File: config.mk
export PLATFORM = sky130hd
export DESIGN_NAME = spc_top
export DESIGN_NICKNAME = d
export VERILOG_FILES = /design/src/rtl/spc_pkg.sv /design/src/rtl/spc_top.sv
export SDC_FILE = /design/constraint.sdc
export NUM_CORES = 1
export LEC_CHECK = 0
export BUFFER_PORTS_ARGS = -buffer_cell sky130_fd_sc_hd__buf_2
export CORE_MARGIN = 4
export CORE_UTILIZATION = 64
export DETAILED_ROUTE_END_ITERATION = 16
export PLACE_DENSITY = 0.94
export SLEW_MARGIN = 25
export SYNTH_ARGS = -nofsm -noshare
export SYNTH_HDL_FRONTEND = slang
export SYNTH_SLANG_ARGS = --single-unit
export TNS_END_PERCENT = 50
File: constraint.sdc
create_clock -name CLOCK -period 5.4 [get_ports CLOCK]
set_input_delay 1.08 -clock CLOCK [delete_from_list [all_inputs] [get_ports CLOCK]]
set_output_delay 1.08 -clock CLOCK [all_outputs]
set_load 0.01 [all_outputs]
File: src/rtl/spc_pkg.sv
package spc_pkg;

  // Register map, one byte per address
  localparam int ADDR_W = 3;
  localparam logic [2:0] A_CTRL = 3'h0;
  localparam logic [2:0] A_STAT = 3'h1;
  localparam logic [2:0] A_DATA = 3'h2;
  localparam logic [2:0] A_DDR = 3'h3;
  localparam logic [2:0] A_PORT = 3'h4;

  // serial_port_control bit positions
  localparam int CB_TIE = 0;
  localparam int CB_EN = 1;
  localparam int CB_WOM = 2;
  localparam int CB_CLOCK_PHASE = 3;
  localparam int CB_CLOCK_POLARITY = 4;
  localparam int CB_MSTR = 5;
  localparam int CB_RIE = 7;
  localparam logic [7:0] CTRL_MASK = 8'hBF;
  localparam logic [7:0] CTRL_RST = 8'h28;

  // serial_status_control bit positions
  localparam int SB_BAUD = 0;
  localparam int SB_MODE_FAULT_DETECT_ENABLE = 2;
  localparam int SB_TXE = 3;
  localparam int SB_MODE_FAULT_FLAG = 4;
  localparam int SB_OVRF = 5;
  localparam int SB_ERRIE = 6;
  localparam int SB_RXF = 7;

  // Shared port pin indices
  localparam int PIN_MISO = 0;
  localparam int PIN_MOSI = 1;
  localparam int PIN_SCK = 2;
  localparam int PIN_SS = 3;
  localparam int NUM_PINS = 4;
  localparam logic [3:0] PIN_RST = 4'h8;

  // Sixteen clock edges per byte, eight bits
  localparam logic [4:0] EDGE_LAST = 5'h0F;
  localparam int DIV_W_MIN = 7;

  // Baud divisors: half period of the serial clock in system clocks
  localparam logic [7:0] BD_0 = 8'h02;
  localparam logic [7:0] BD_1 = 8'h08;
  localparam logic [7:0] BD_2 = 8'h20;
  localparam logic [7:0] BD_3 = 8'h80;

  typedef enum logic [0:0] {
    ST_IDLE = 1'b0,
    ST_RUN = 1'b1
  } spc_st_t;

  typedef struct packed {
    logic [ADDR_W-1:0] addr;
    logic [7:0] wdata;
    logic wr;
    logic rd;
  } spc_bus_t;

  typedef struct packed {
    logic ss;
    logic sck;
    logic mosi;
    logic miso;
  } spc_pins_t;

  function automatic logic [7:0] spc_half_period(input logic [1:0] sel);
    case (sel)
      2'h0: spc_half_period = BD_0;
      2'h1: spc_half_period = BD_1;
      2'h2: spc_half_period = BD_2;
      default: spc_half_period = BD_3;
    endcase
  endfunction : spc_half_period

endpackage : spc_pkg

File: src/rtl/spc_top.sv
`timescale 1ns/1ps
module spc_top
  import spc_pkg::*;
#(
  parameter int DIV_W = 7
) (
  input wire logic CLOCK,
  input wire logic RST_N,
  input wire spc_bus_t BUS,
  output logic [7:0] RDATA,
  input wire spc_pins_t PIN_I,
  output spc_pins_t PIN_O,
  output spc_pins_t PIN_OE,
  output logic PULLUP_EN,
  output logic TX_REQ,
  output logic RX_REQ,
  output logic ERR_REQ
);

  // Divider must hold the slowest half period
  if (DIV_W < DIV_W_MIN) begin : g_chk
    $error("DIV_W too narrow for the slowest baud divisor");
  end

  typedef struct packed {
    logic [7:0] ctrl;
    logic err_ie;
    logic mode_fault_detect_enable;
    logic [1:0] baud;
    logic rx_full;
    logic ovrf;
    logic mode_fault_flag;
    logic tx_empty;
    logic rx_arm;
    logic ovr_arm;
    logic mode_fault_flag_arm;
    logic [7:0] tx_buf;
    logic [7:0] rx_data;
    logic [7:0] sr;
    logic ld;
    logic latch;
    logic [4:0] ecnt;
    spc_st_t st;
    logic sck_o;
    logic [DIV_W-1:0] div;
    logic [3:0] ddr;
    logic [3:0] pdat;
    logic [3:0] s1;
    logic [3:0] s2;
    logic [3:0] s3;
    logic [3:0] flt;
    logic [7:0] rdata;
  } spc_state_t;

  spc_state_t q_ff;
  spc_state_t nxt_q;

  logic en;
  logic mst;
  logic clock_polarity;
  logic clock_phase;
  logic wom;
  logic ss_lvl;
  logic ss_used;
  logic mf_cond;
  logic sck_chg;
  logic ss_fall;
  logic div_last;
  logic din;
  logic edge_go;
  logic lead;
  logic done;
  logic load;
  logic [7:0] stat_rd;
  logic [3:0] port_rd;
  logic [3:0] spi_ctl;
  logic [3:0] spi_drv;
  logic [3:0] spi_val;
  logic [3:0] po;
  logic [3:0] poe;

  // Decoded configuration and filtered pin levels
  assign en = q_ff.ctrl[CB_EN];
  assign mst = q_ff.ctrl[CB_MSTR];
  assign clock_polarity = q_ff.ctrl[CB_CLOCK_POLARITY];
  assign clock_phase = q_ff.ctrl[CB_CLOCK_PHASE];
  assign wom = q_ff.ctrl[CB_WOM];
  assign ss_lvl = q_ff.flt[PIN_SS];
  assign ss_used = en & (~mst | q_ff.mode_fault_detect_enable);
  assign mf_cond = en & mst & q_ff.mode_fault_detect_enable & ~ss_lvl;
  // A change counts only once the second and third stages agree
  assign sck_chg = (q_ff.s2[PIN_SCK] == q_ff.s3[PIN_SCK]) &&
                   (q_ff.s3[PIN_SCK] != q_ff.flt[PIN_SCK]);
  assign ss_fall = (q_ff.s2[PIN_SS] == q_ff.s3[PIN_SS]) && !q_ff.s3[PIN_SS] &&
                   q_ff.flt[PIN_SS];
  assign div_last = (q_ff.div == DIV_W'(spc_half_period(q_ff.baud) - 8'h01));
  assign din = mst ? q_ff.flt[PIN_MISO] : q_ff.flt[PIN_MOSI];
  assign stat_rd = {q_ff.rx_full, q_ff.err_ie, q_ff.ovrf, q_ff.mode_fault_flag,
                    q_ff.tx_empty, q_ff.mode_fault_detect_enable, q_ff.baud};

  // Port data read: pin level for inputs, latch for outputs
  always_comb begin
    for (int i = 0; i < NUM_PINS; i++) begin
      port_rd[i] = q_ff.ddr[i] ? q_ff.pdat[i] : q_ff.flt[i];
    end
  end

  // Next state: synchroniser, register access, shift engine
  always_comb begin
    nxt_q = q_ff;
    edge_go = 1'b0;
    lead = 1'b0;
    done = 1'b0;
    load = 1'b0;
    nxt_q.s1 = PIN_I;
    nxt_q.s2 = q_ff.s1;
    nxt_q.s3 = q_ff.s2;
    for (int i = 0; i < NUM_PINS; i++) begin
      if (q_ff.s2[i] == q_ff.s3[i]) begin
        nxt_q.flt[i] = q_ff.s3[i];
      end
    end
    // Read data stand only in the cycle after the strobe
    nxt_q.rdata = 8'h00;
    if (BUS.rd) begin
      case (BUS.addr)
        A_CTRL: nxt_q.rdata = q_ff.ctrl;
        A_STAT: begin
          nxt_q.rdata = stat_rd;
          nxt_q.rx_arm = q_ff.rx_full;
          nxt_q.ovr_arm = q_ff.ovrf;
          nxt_q.mode_fault_flag_arm = q_ff.mode_fault_flag;
        end
        A_DATA: begin
          nxt_q.rdata = q_ff.rx_data;
          if (q_ff.rx_arm) begin
            nxt_q.rx_full = 1'b0;
          end
          if (q_ff.ovr_arm) begin
            nxt_q.ovrf = 1'b0;
          end
          nxt_q.rx_arm = 1'b0;
          nxt_q.ovr_arm = 1'b0;
        end
        A_DDR: nxt_q.rdata = {4'h0, q_ff.ddr};
        A_PORT: nxt_q.rdata = {4'h0, port_rd};
        default: nxt_q.rdata = 8'h00;
      endcase
    end
    if (BUS.wr) begin
      case (BUS.addr)
        A_CTRL: begin
          nxt_q.ctrl = BUS.wdata & CTRL_MASK;
          // Fault clears only while no fault condition persists
          if (q_ff.mode_fault_flag_arm && !mf_cond) begin
            nxt_q.mode_fault_flag = 1'b0;
          end
          nxt_q.mode_fault_flag_arm = 1'b0;
        end
        A_STAT: begin
          nxt_q.err_ie = BUS.wdata[SB_ERRIE];
          nxt_q.mode_fault_detect_enable = BUS.wdata[SB_MODE_FAULT_DETECT_ENABLE];
          nxt_q.baud = BUS.wdata[SB_BAUD +: 2];
        end
        A_DATA: begin
          nxt_q.tx_buf = BUS.wdata;
          nxt_q.tx_empty = 1'b0;
        end
        A_DDR: nxt_q.ddr = BUS.wdata[3:0];
        A_PORT: nxt_q.pdat = BUS.wdata[3:0];
        default: nxt_q.ctrl = q_ff.ctrl;
      endcase
    end
    if (!en) begin
      // Partial reset; control bits and rx flags survive
      nxt_q.tx_empty = 1'b1;
      nxt_q.st = ST_IDLE;
      nxt_q.ecnt = 5'h00;
      nxt_q.sr = 8'h00;
      nxt_q.ld = 1'b0;
      nxt_q.div = '0;
      nxt_q.sck_o = clock_polarity;
    end else begin
      // Transmit buffer moves into the idle shift register
      if (q_ff.st == ST_IDLE && !q_ff.tx_empty) begin
        load = 1'b1;
        nxt_q.sr = q_ff.tx_buf;
        nxt_q.ld = 1'b1;
        nxt_q.tx_empty = 1'b1;
      end
      if (mst) begin
        if (q_ff.st == ST_IDLE) begin
          nxt_q.sck_o = clock_polarity;
          nxt_q.div = '0;
          if (q_ff.ld) begin
            nxt_q.st = ST_RUN;
          end
        end else if (div_last) begin
          nxt_q.div = '0;
          nxt_q.sck_o = ~q_ff.sck_o;
          edge_go = 1'b1;
          lead = (q_ff.sck_o == clock_polarity);
        end else begin
          nxt_q.div = q_ff.div + DIV_W'(1);
        end
        // Another master pulled select low: drop off the bus
        if (mf_cond) begin
          nxt_q.mode_fault_flag = 1'b1;
          nxt_q.ctrl[CB_EN] = 1'b0;
        end
      end else if (ss_lvl) begin
        // Deselected slave drops any partial byte and its clocks
        if (q_ff.st == ST_RUN && q_ff.mode_fault_detect_enable) begin
          nxt_q.mode_fault_flag = 1'b1;
        end
        nxt_q.st = ST_IDLE;
        nxt_q.ecnt = 5'h00;
      end else begin
        if (!clock_phase && ss_fall) begin
          nxt_q.st = ST_RUN;
        end
        if (sck_chg) begin
          lead = (q_ff.s3[PIN_SCK] != clock_polarity);
          if (q_ff.st == ST_RUN || (clock_phase && lead)) begin
            edge_go = 1'b1;
            nxt_q.st = ST_RUN;
          end
        end
      end
      // Shared edge handling: sample on one edge, shift on the other
      if (edge_go) begin
        nxt_q.ecnt = q_ff.ecnt + 5'h01;
        if (lead ^ clock_phase) begin
          nxt_q.latch = din;
        end else if (q_ff.ecnt != 5'h00) begin
          nxt_q.sr = {q_ff.sr[6:0], q_ff.latch};
        end
        if (q_ff.ecnt == EDGE_LAST) begin
          done = 1'b1;
          nxt_q.st = ST_IDLE;
          nxt_q.ecnt = 5'h00;
          nxt_q.ld = 1'b0;
          // Overrun keeps the old byte; a same-cycle read clear lets it land
          if (nxt_q.rx_full) begin
            nxt_q.ovrf = 1'b1;
          end else begin
            nxt_q.rx_data = {q_ff.sr[6:0], clock_phase ? din : q_ff.latch};
            nxt_q.rx_full = 1'b1;
          end
        end
      end
    end
  end

  // Register the whole state
  always_ff @(posedge CLOCK or negedge RST_N) begin
    if (!RST_N) begin
      q_ff <= '0;
      q_ff.ctrl <= CTRL_RST;
      q_ff.tx_empty <= 1'b1;
      q_ff.s1 <= PIN_RST;
      q_ff.s2 <= PIN_RST;
      q_ff.s3 <= PIN_RST;
      q_ff.flt <= PIN_RST;
    end else begin
      q_ff <= nxt_q;
    end
  end

  // Which pins the serial logic owns, drives and with what
  assign spi_ctl = {ss_used, en, en, en};
  assign spi_drv = {1'b0, en & mst, en & mst, en & ~mst & ~ss_lvl};
  assign spi_val = {1'b0, q_ff.sck_o, q_ff.sr[7], q_ff.sr[7]};

  // Per-pin mux; open drain only ever pulls low
  for (genvar g = 0; g < NUM_PINS; g++) begin : g_pin
    if (g == PIN_SS) begin : g_ss
      assign po[g] = q_ff.pdat[g];
      assign poe[g] = spi_ctl[g] ? 1'b0 : q_ff.ddr[g];
    end else begin : g_ser
      assign po[g] = spi_ctl[g] ? (wom ? 1'b0 : spi_val[g]) : q_ff.pdat[g];
      assign poe[g] = spi_ctl[g] ? (spi_drv[g] & (~wom | ~spi_val[g]))
                                 : q_ff.ddr[g];
    end
  end

  assign PIN_O = po;
  assign PIN_OE = poe;
  assign PULLUP_EN = ~wom;
  assign RDATA = q_ff.rdata;
  assign TX_REQ = q_ff.tx_empty & q_ff.ctrl[CB_TIE] & en;
  assign RX_REQ = q_ff.rx_full & q_ff.ctrl[CB_RIE];
  assign ERR_REQ = (q_ff.mode_fault_flag | q_ff.ovrf) & q_ff.err_ie;

  // Byte that the last edge is about to complete
  logic [7:0] rx_q_shadow;
  assign rx_q_shadow = {q_ff.sr[6:0], clock_phase ? din : q_ff.latch};
endmodule : spc_top

[Word level (Yosys, flattened, before mapping)]
Index checks and enable logic that the tools add are counted.
Word-level totals
  register bits after elaboration: 90
Cells by class
  add/subtract/negate cells: 3
  equal/unequal tests: 21
  mux-type cells: 83
  bitwise gates (word level): 25
  reduce and logical (&&, ||, !) cells: 28
Operators by type and width (count)
  $mux W1: 56
  $mux W8: 6
  $pmux W8 S5: 1
  $mux W9: 3
  $pmux W6 S3: 1
  $reduce_and A2 Y1: 9
  $mux W16: 1
  $mux W14: 1
  $and A1 B1 Y1: 13
  $mux W2: 6
  $mux W6: 2
  $ne A3 B2 Y1 const B: 4
  $mux W5: 2
  $logic_and A1 B1 Y1: 8
  $add A7 B1 Y7 const B: 1
  $eq A7 B7 Y1: 1
  $mux W7: 1
  $not A1 Y1: 7
  $sub A7 B1 Y7 const B: 1
  $eq A3 B2 Y1 const B: 2
  $add A5 B1 Y5 const B: 1
  $eq A1 B1 Y1: 5
  $eq A5 B4 Y1 const B: 1
  $reduce_bool A5 Y1: 1
  19 further kinds: 26

[Logic depth before layout (Yosys ltp)]
  depth in word-level cells: 12
  mapped depth: 7

[Least setup slack after synthesis]
OpenSTA, ideal clock, no wires.
  path kind: input to register
  start: input BUS[11] (netlist name)
  end: register q_ff[64] (netlist name)
  arrival time: 2532 ps
  path slack: 2743 ps
  cell stages on the path: 5
  path buffers: 2
  cell sequence: clkbuf_1 > nor2b_1 > and2_1 > clkbuf_1 > mux2_2
Between the ends
  longest elaborated chain between the ends: 2
RTL lines
  from (decl): RTL line spc_top.sv:9  | input wire spc_bus_t BUS,
  $eq A3 B2 Y1: RTL line spc_top.sv:151  | case (BUS.addr)
  $reduce_and A2 Y1 (no source line)
  to (signal assigned): RTL line spc_top.sv:266  | q_ff <= nxt_q;
  to (decl): RTL line spc_top.sv:55  | spc_state_t q_ff;
Every way passes these cells.
A chain may end at the register's enable or synchronous reset.

==> flow_metrics.env <==
export IMPL_place_congestion=0.934
export IMPL_syn_num_nets=429
export IMPL_post_cts_buffers=0
export IMPL_total_power_mw=1.63
export IMPL_setup_viol=0
export IMPL_p_per_area_mw_per_mm2=340
export IMPL_r2r_start="q_ff[80]"
export IMPL_period_share_pct=56.7
export IMPL_drive_gt1_share_pct=25.5
export IMPL_cp_slowest_cell="dfrtp_1"
export IMPL_criticalPathCategory="register to primary output"
export IMPL_r2r_end="q_ff[55]"
export IMPL_drt_pre_antenna_iters=5
export IMPL_synth_common_cells="83 x dfrtp_1, 48 x nand2_1, 36 x mux2_2"
export IMPL_placed_cells=499
export IMPL_yosysSeqAreaShare_pct=51.1
export IMPL_synth_edff_count=0
export IMPL_cpLargestDelayFamily="buffers and inverters"
export IMPL_grt_pass1_wl_um=15700
export IMPL_status="finished, final reports clean"
export IMPL_timing_fmax_mhz=327
export IMPL_maxSlewHeadroom_pct=42.0
export IMPL_nNetsFinal=453
export IMPL_worstMarginPinSlew_ps=867
export IMPL_synthCells=406
export IMPL_cap_violations=0
export IMPL_fillers=474
export IMPL_min_to="nxt_q[13]"
export IMPL_cts_buffers=9
export IMPL_worstPathRequired_ps=4320
export IMPL_core_rowCount=30
export IMPL_ctsResizeCount=0
export IMPL_skew_ps=14.2
export IMPL_syn_cell_area_sq_mm=0.00442
export IMPL_yosysMostFrequentCell="dfrtp_1"
export IMPL_fp_dieW_um=91.1
export IMPL_ant_nets=0
export IMPL_critPathLaunchType="register"
export IMPL_grt_max_degree=91
export IMPL_antenna_found_initial=0
export IMPL_syn_to_final_growth_pct=8.43
export IMPL_path_clk_slew_ps=90
export IMPL_cts_sinks=90
export IMPL_setup_tns_final_ps=0
export IMPL_grtUsageTotal_pct=24.1
export IMPL_avgSynthCellArea_sq_um=10.9
export IMPL_wl_um=9580
export IMPL_synth_warnings=0
export IMPL_hpwl_um=6850
export IMPL_io_pins=39
export IMPL_hp_start="nxt_q[17]"
export IMPL_synth_flop_cell="dfrtp_1"
export IMPL_reg2reg_depth=5
export IMPL_endpoint_kind="primary output"
export IMPL_initial_core_util_pct=65.5
export IMPL_ir_drop_mv=0.263
export IMPL_postCtsHoldBufs=0
export IMPL_htreeDepth=3
export IMPL_finalHoldViolations=0
export IMPL_synth_area_leader_cell="dfrtp_1"
export IMPL_port_buffers=38
export IMPL_antenna_cells=0
export IMPL_cts_buffer_depth=2
export IMPL_ys_top_cells_by_area="dfrtp_1 47%, mux2_2 9.2%, dfstp_2 4.2%, nand2_1 4.1%, mux2i_1 3.6%"
export IMPL_dieHeight_um=91.1
export IMPL_whs_path_depth=0
export IMPL_rsz0062_at_grt="no"
export IMPL_cts_root_buf="clkbuf_8"
export IMPL_drt_drc_violations_left=0
export IMPL_synth_async_reset_ratio_pct=100
export IMPL_cp_num_buf_inv=3
export IMPL_wire_per_inst_um=18.6
export IMPL_synth_top_area_share_pct=47.0
export IMPL_hp_class="register to register"
export IMPL_cts_tree="yes"
export IMPL_r2r_slack_ps=2990
export IMPL_min_period_ps=3060
export IMPL_coreArea_sq_mm=0.00676
export IMPL_cp_arrival_ps=1980
export IMPL_place_area_sq_mm=0.00460
export IMPL_gr_total_overflow=0
export IMPL_die_area_sq_mm=0.00830
export IMPL_synthDistinctLibCells=55
export IMPL_max_stage_delay_ps=680
export IMPL_drt_iter0_markers=234
export IMPL_first_global_vias=3164
export IMPL_design_area_sq_mm=0.00480
export IMPL_vias=3166
export IMPL_worstPathMaxFanout=31
export IMPL_final_cells=515
export IMPL_ys_seq_elements=90
export IMPL_clk_insertion_delay_late_ps=370
export IMPL_p_leak_nw=2.14
export IMPL_cp_cell_sequence="buf_4, inv_1, o2bb2ai_1, buf_2"
export IMPL_drv_slew=0
export IMPL_routed_via_density=6.15
export IMPL_fin_util_pct=71.0
cells in the final DEF (no fill, tap or decap), types with 3 or more instances in the layout:
master    count
xor2_1        3
mux2i_1      16
nand4_1       3
clkbuf_8      9
nor2_1       22
nand3_1      17
ha_1          4
o211ai_1      6
mux2_2       36
mux2_1        4
and3_1        4
inv_1        21
mux4_2        4
and2_1        8
dfrtp_1      83
buf_2        37
o21ai_0      20
a21oi_1      13
nor2b_1       6
o22ai_1       5
maj3_1        3
xnor2_1       3
o21ai_1       3
nand2b_1      3
dfstp_2       7
nand2_1      48
cell families (layout without fill, tap and decap cells):
logic type	count (synthesis)	count (layout)	share of synthesized area [%]
adder cells (fa/ha/maj)	7	7	1.81
XOR/XNOR	6	6	1.19
AND/OR/NAND/NOR	126	126	14.0
multiplexers	60	60	15.8
flip-flops	90	90	51.1
AO/OA/AOI/OAI	70	70	11.3
buffers and inverters	47	76	4.75
registers in the layout, indices dropped and copies added (netlist names):
signal and count:
q_ff 69, RDATA 8, nxt_q 8, PIN_O 1, clock_phase 1, clock_polarity 1
en 1, mst 1
per-layer routing:
metal | global-route usage, % | vias to the layer above | wire length [um]
li1 | - | 1462 | -
met1 | 30.2 | 1570 | 3900
met2 | 40.9 | 111 | 4930
met3 | 3.73 | 23 | 481
met4 | 11.8 | 0 | 265
met5 | 0 | - | 0
power breakdown:
part	internal (mW)	leakage (nW)	total [mW]	switching, mW
Combinational	0.143	0.898	0.325	0.182
Sequential	0.753	1.15	0.846	0.0929
Clock	0.216	0.0929	0.460	0.245
Total	1.11	2.14	1.63	0.520
worst max path at each step:
stage	slack (ps)	startpoint	endpoint	cells past startpoint
3_5_place_dp	2630	BUS[11]	q_ff[58]	6
5_1_grt	2230	en	PIN_O[2]	4
6_report	2340	en	PIN_O[2]	4
4_1_cts	2350	en	PIN_O[2]	4
3_3_place_gp	2590	BUS[12]	q_ff[90]	4
2_1_floorplan	2740	BUS[11]	q_ff[64]	5
stage by stage:
step                hold WS (ps)  worst slack (ps)
floorplan                    331              2740
global placement             334              2590
detailed placement           337              2630
CTS                          356              2350
global route                 361              2230
finish                       353              2340
worst register-to-register path: cells and delay by family, from the launching register on:
family | cells | cell delay (ps)
AO/OA/AOI/OAI | 2 | 840
flip-flops | 1 | 480
multiplexers | 1 | 290
AND/OR/NAND/NOR | 2 | 720
cell type report:
| class | count | area, sq um | area share, % |
|---|---|---|---|
| clock buffer | 10 | 128 | 2.66 |
| timing repair buffer | 39 | 204 | 4.25 |
| tap | 80 | 100 | 2.09 |
| sequential | 90 | 2260 | 47.1 |
| inverter | 21 | 78.8 | 1.64 |
| clock inverter | 6 | 67.6 | 1.41 |
| multi-input combinational | 269 | 1960 | 40.8 |
Note: power is estimated with default switching activity, not from simulation.
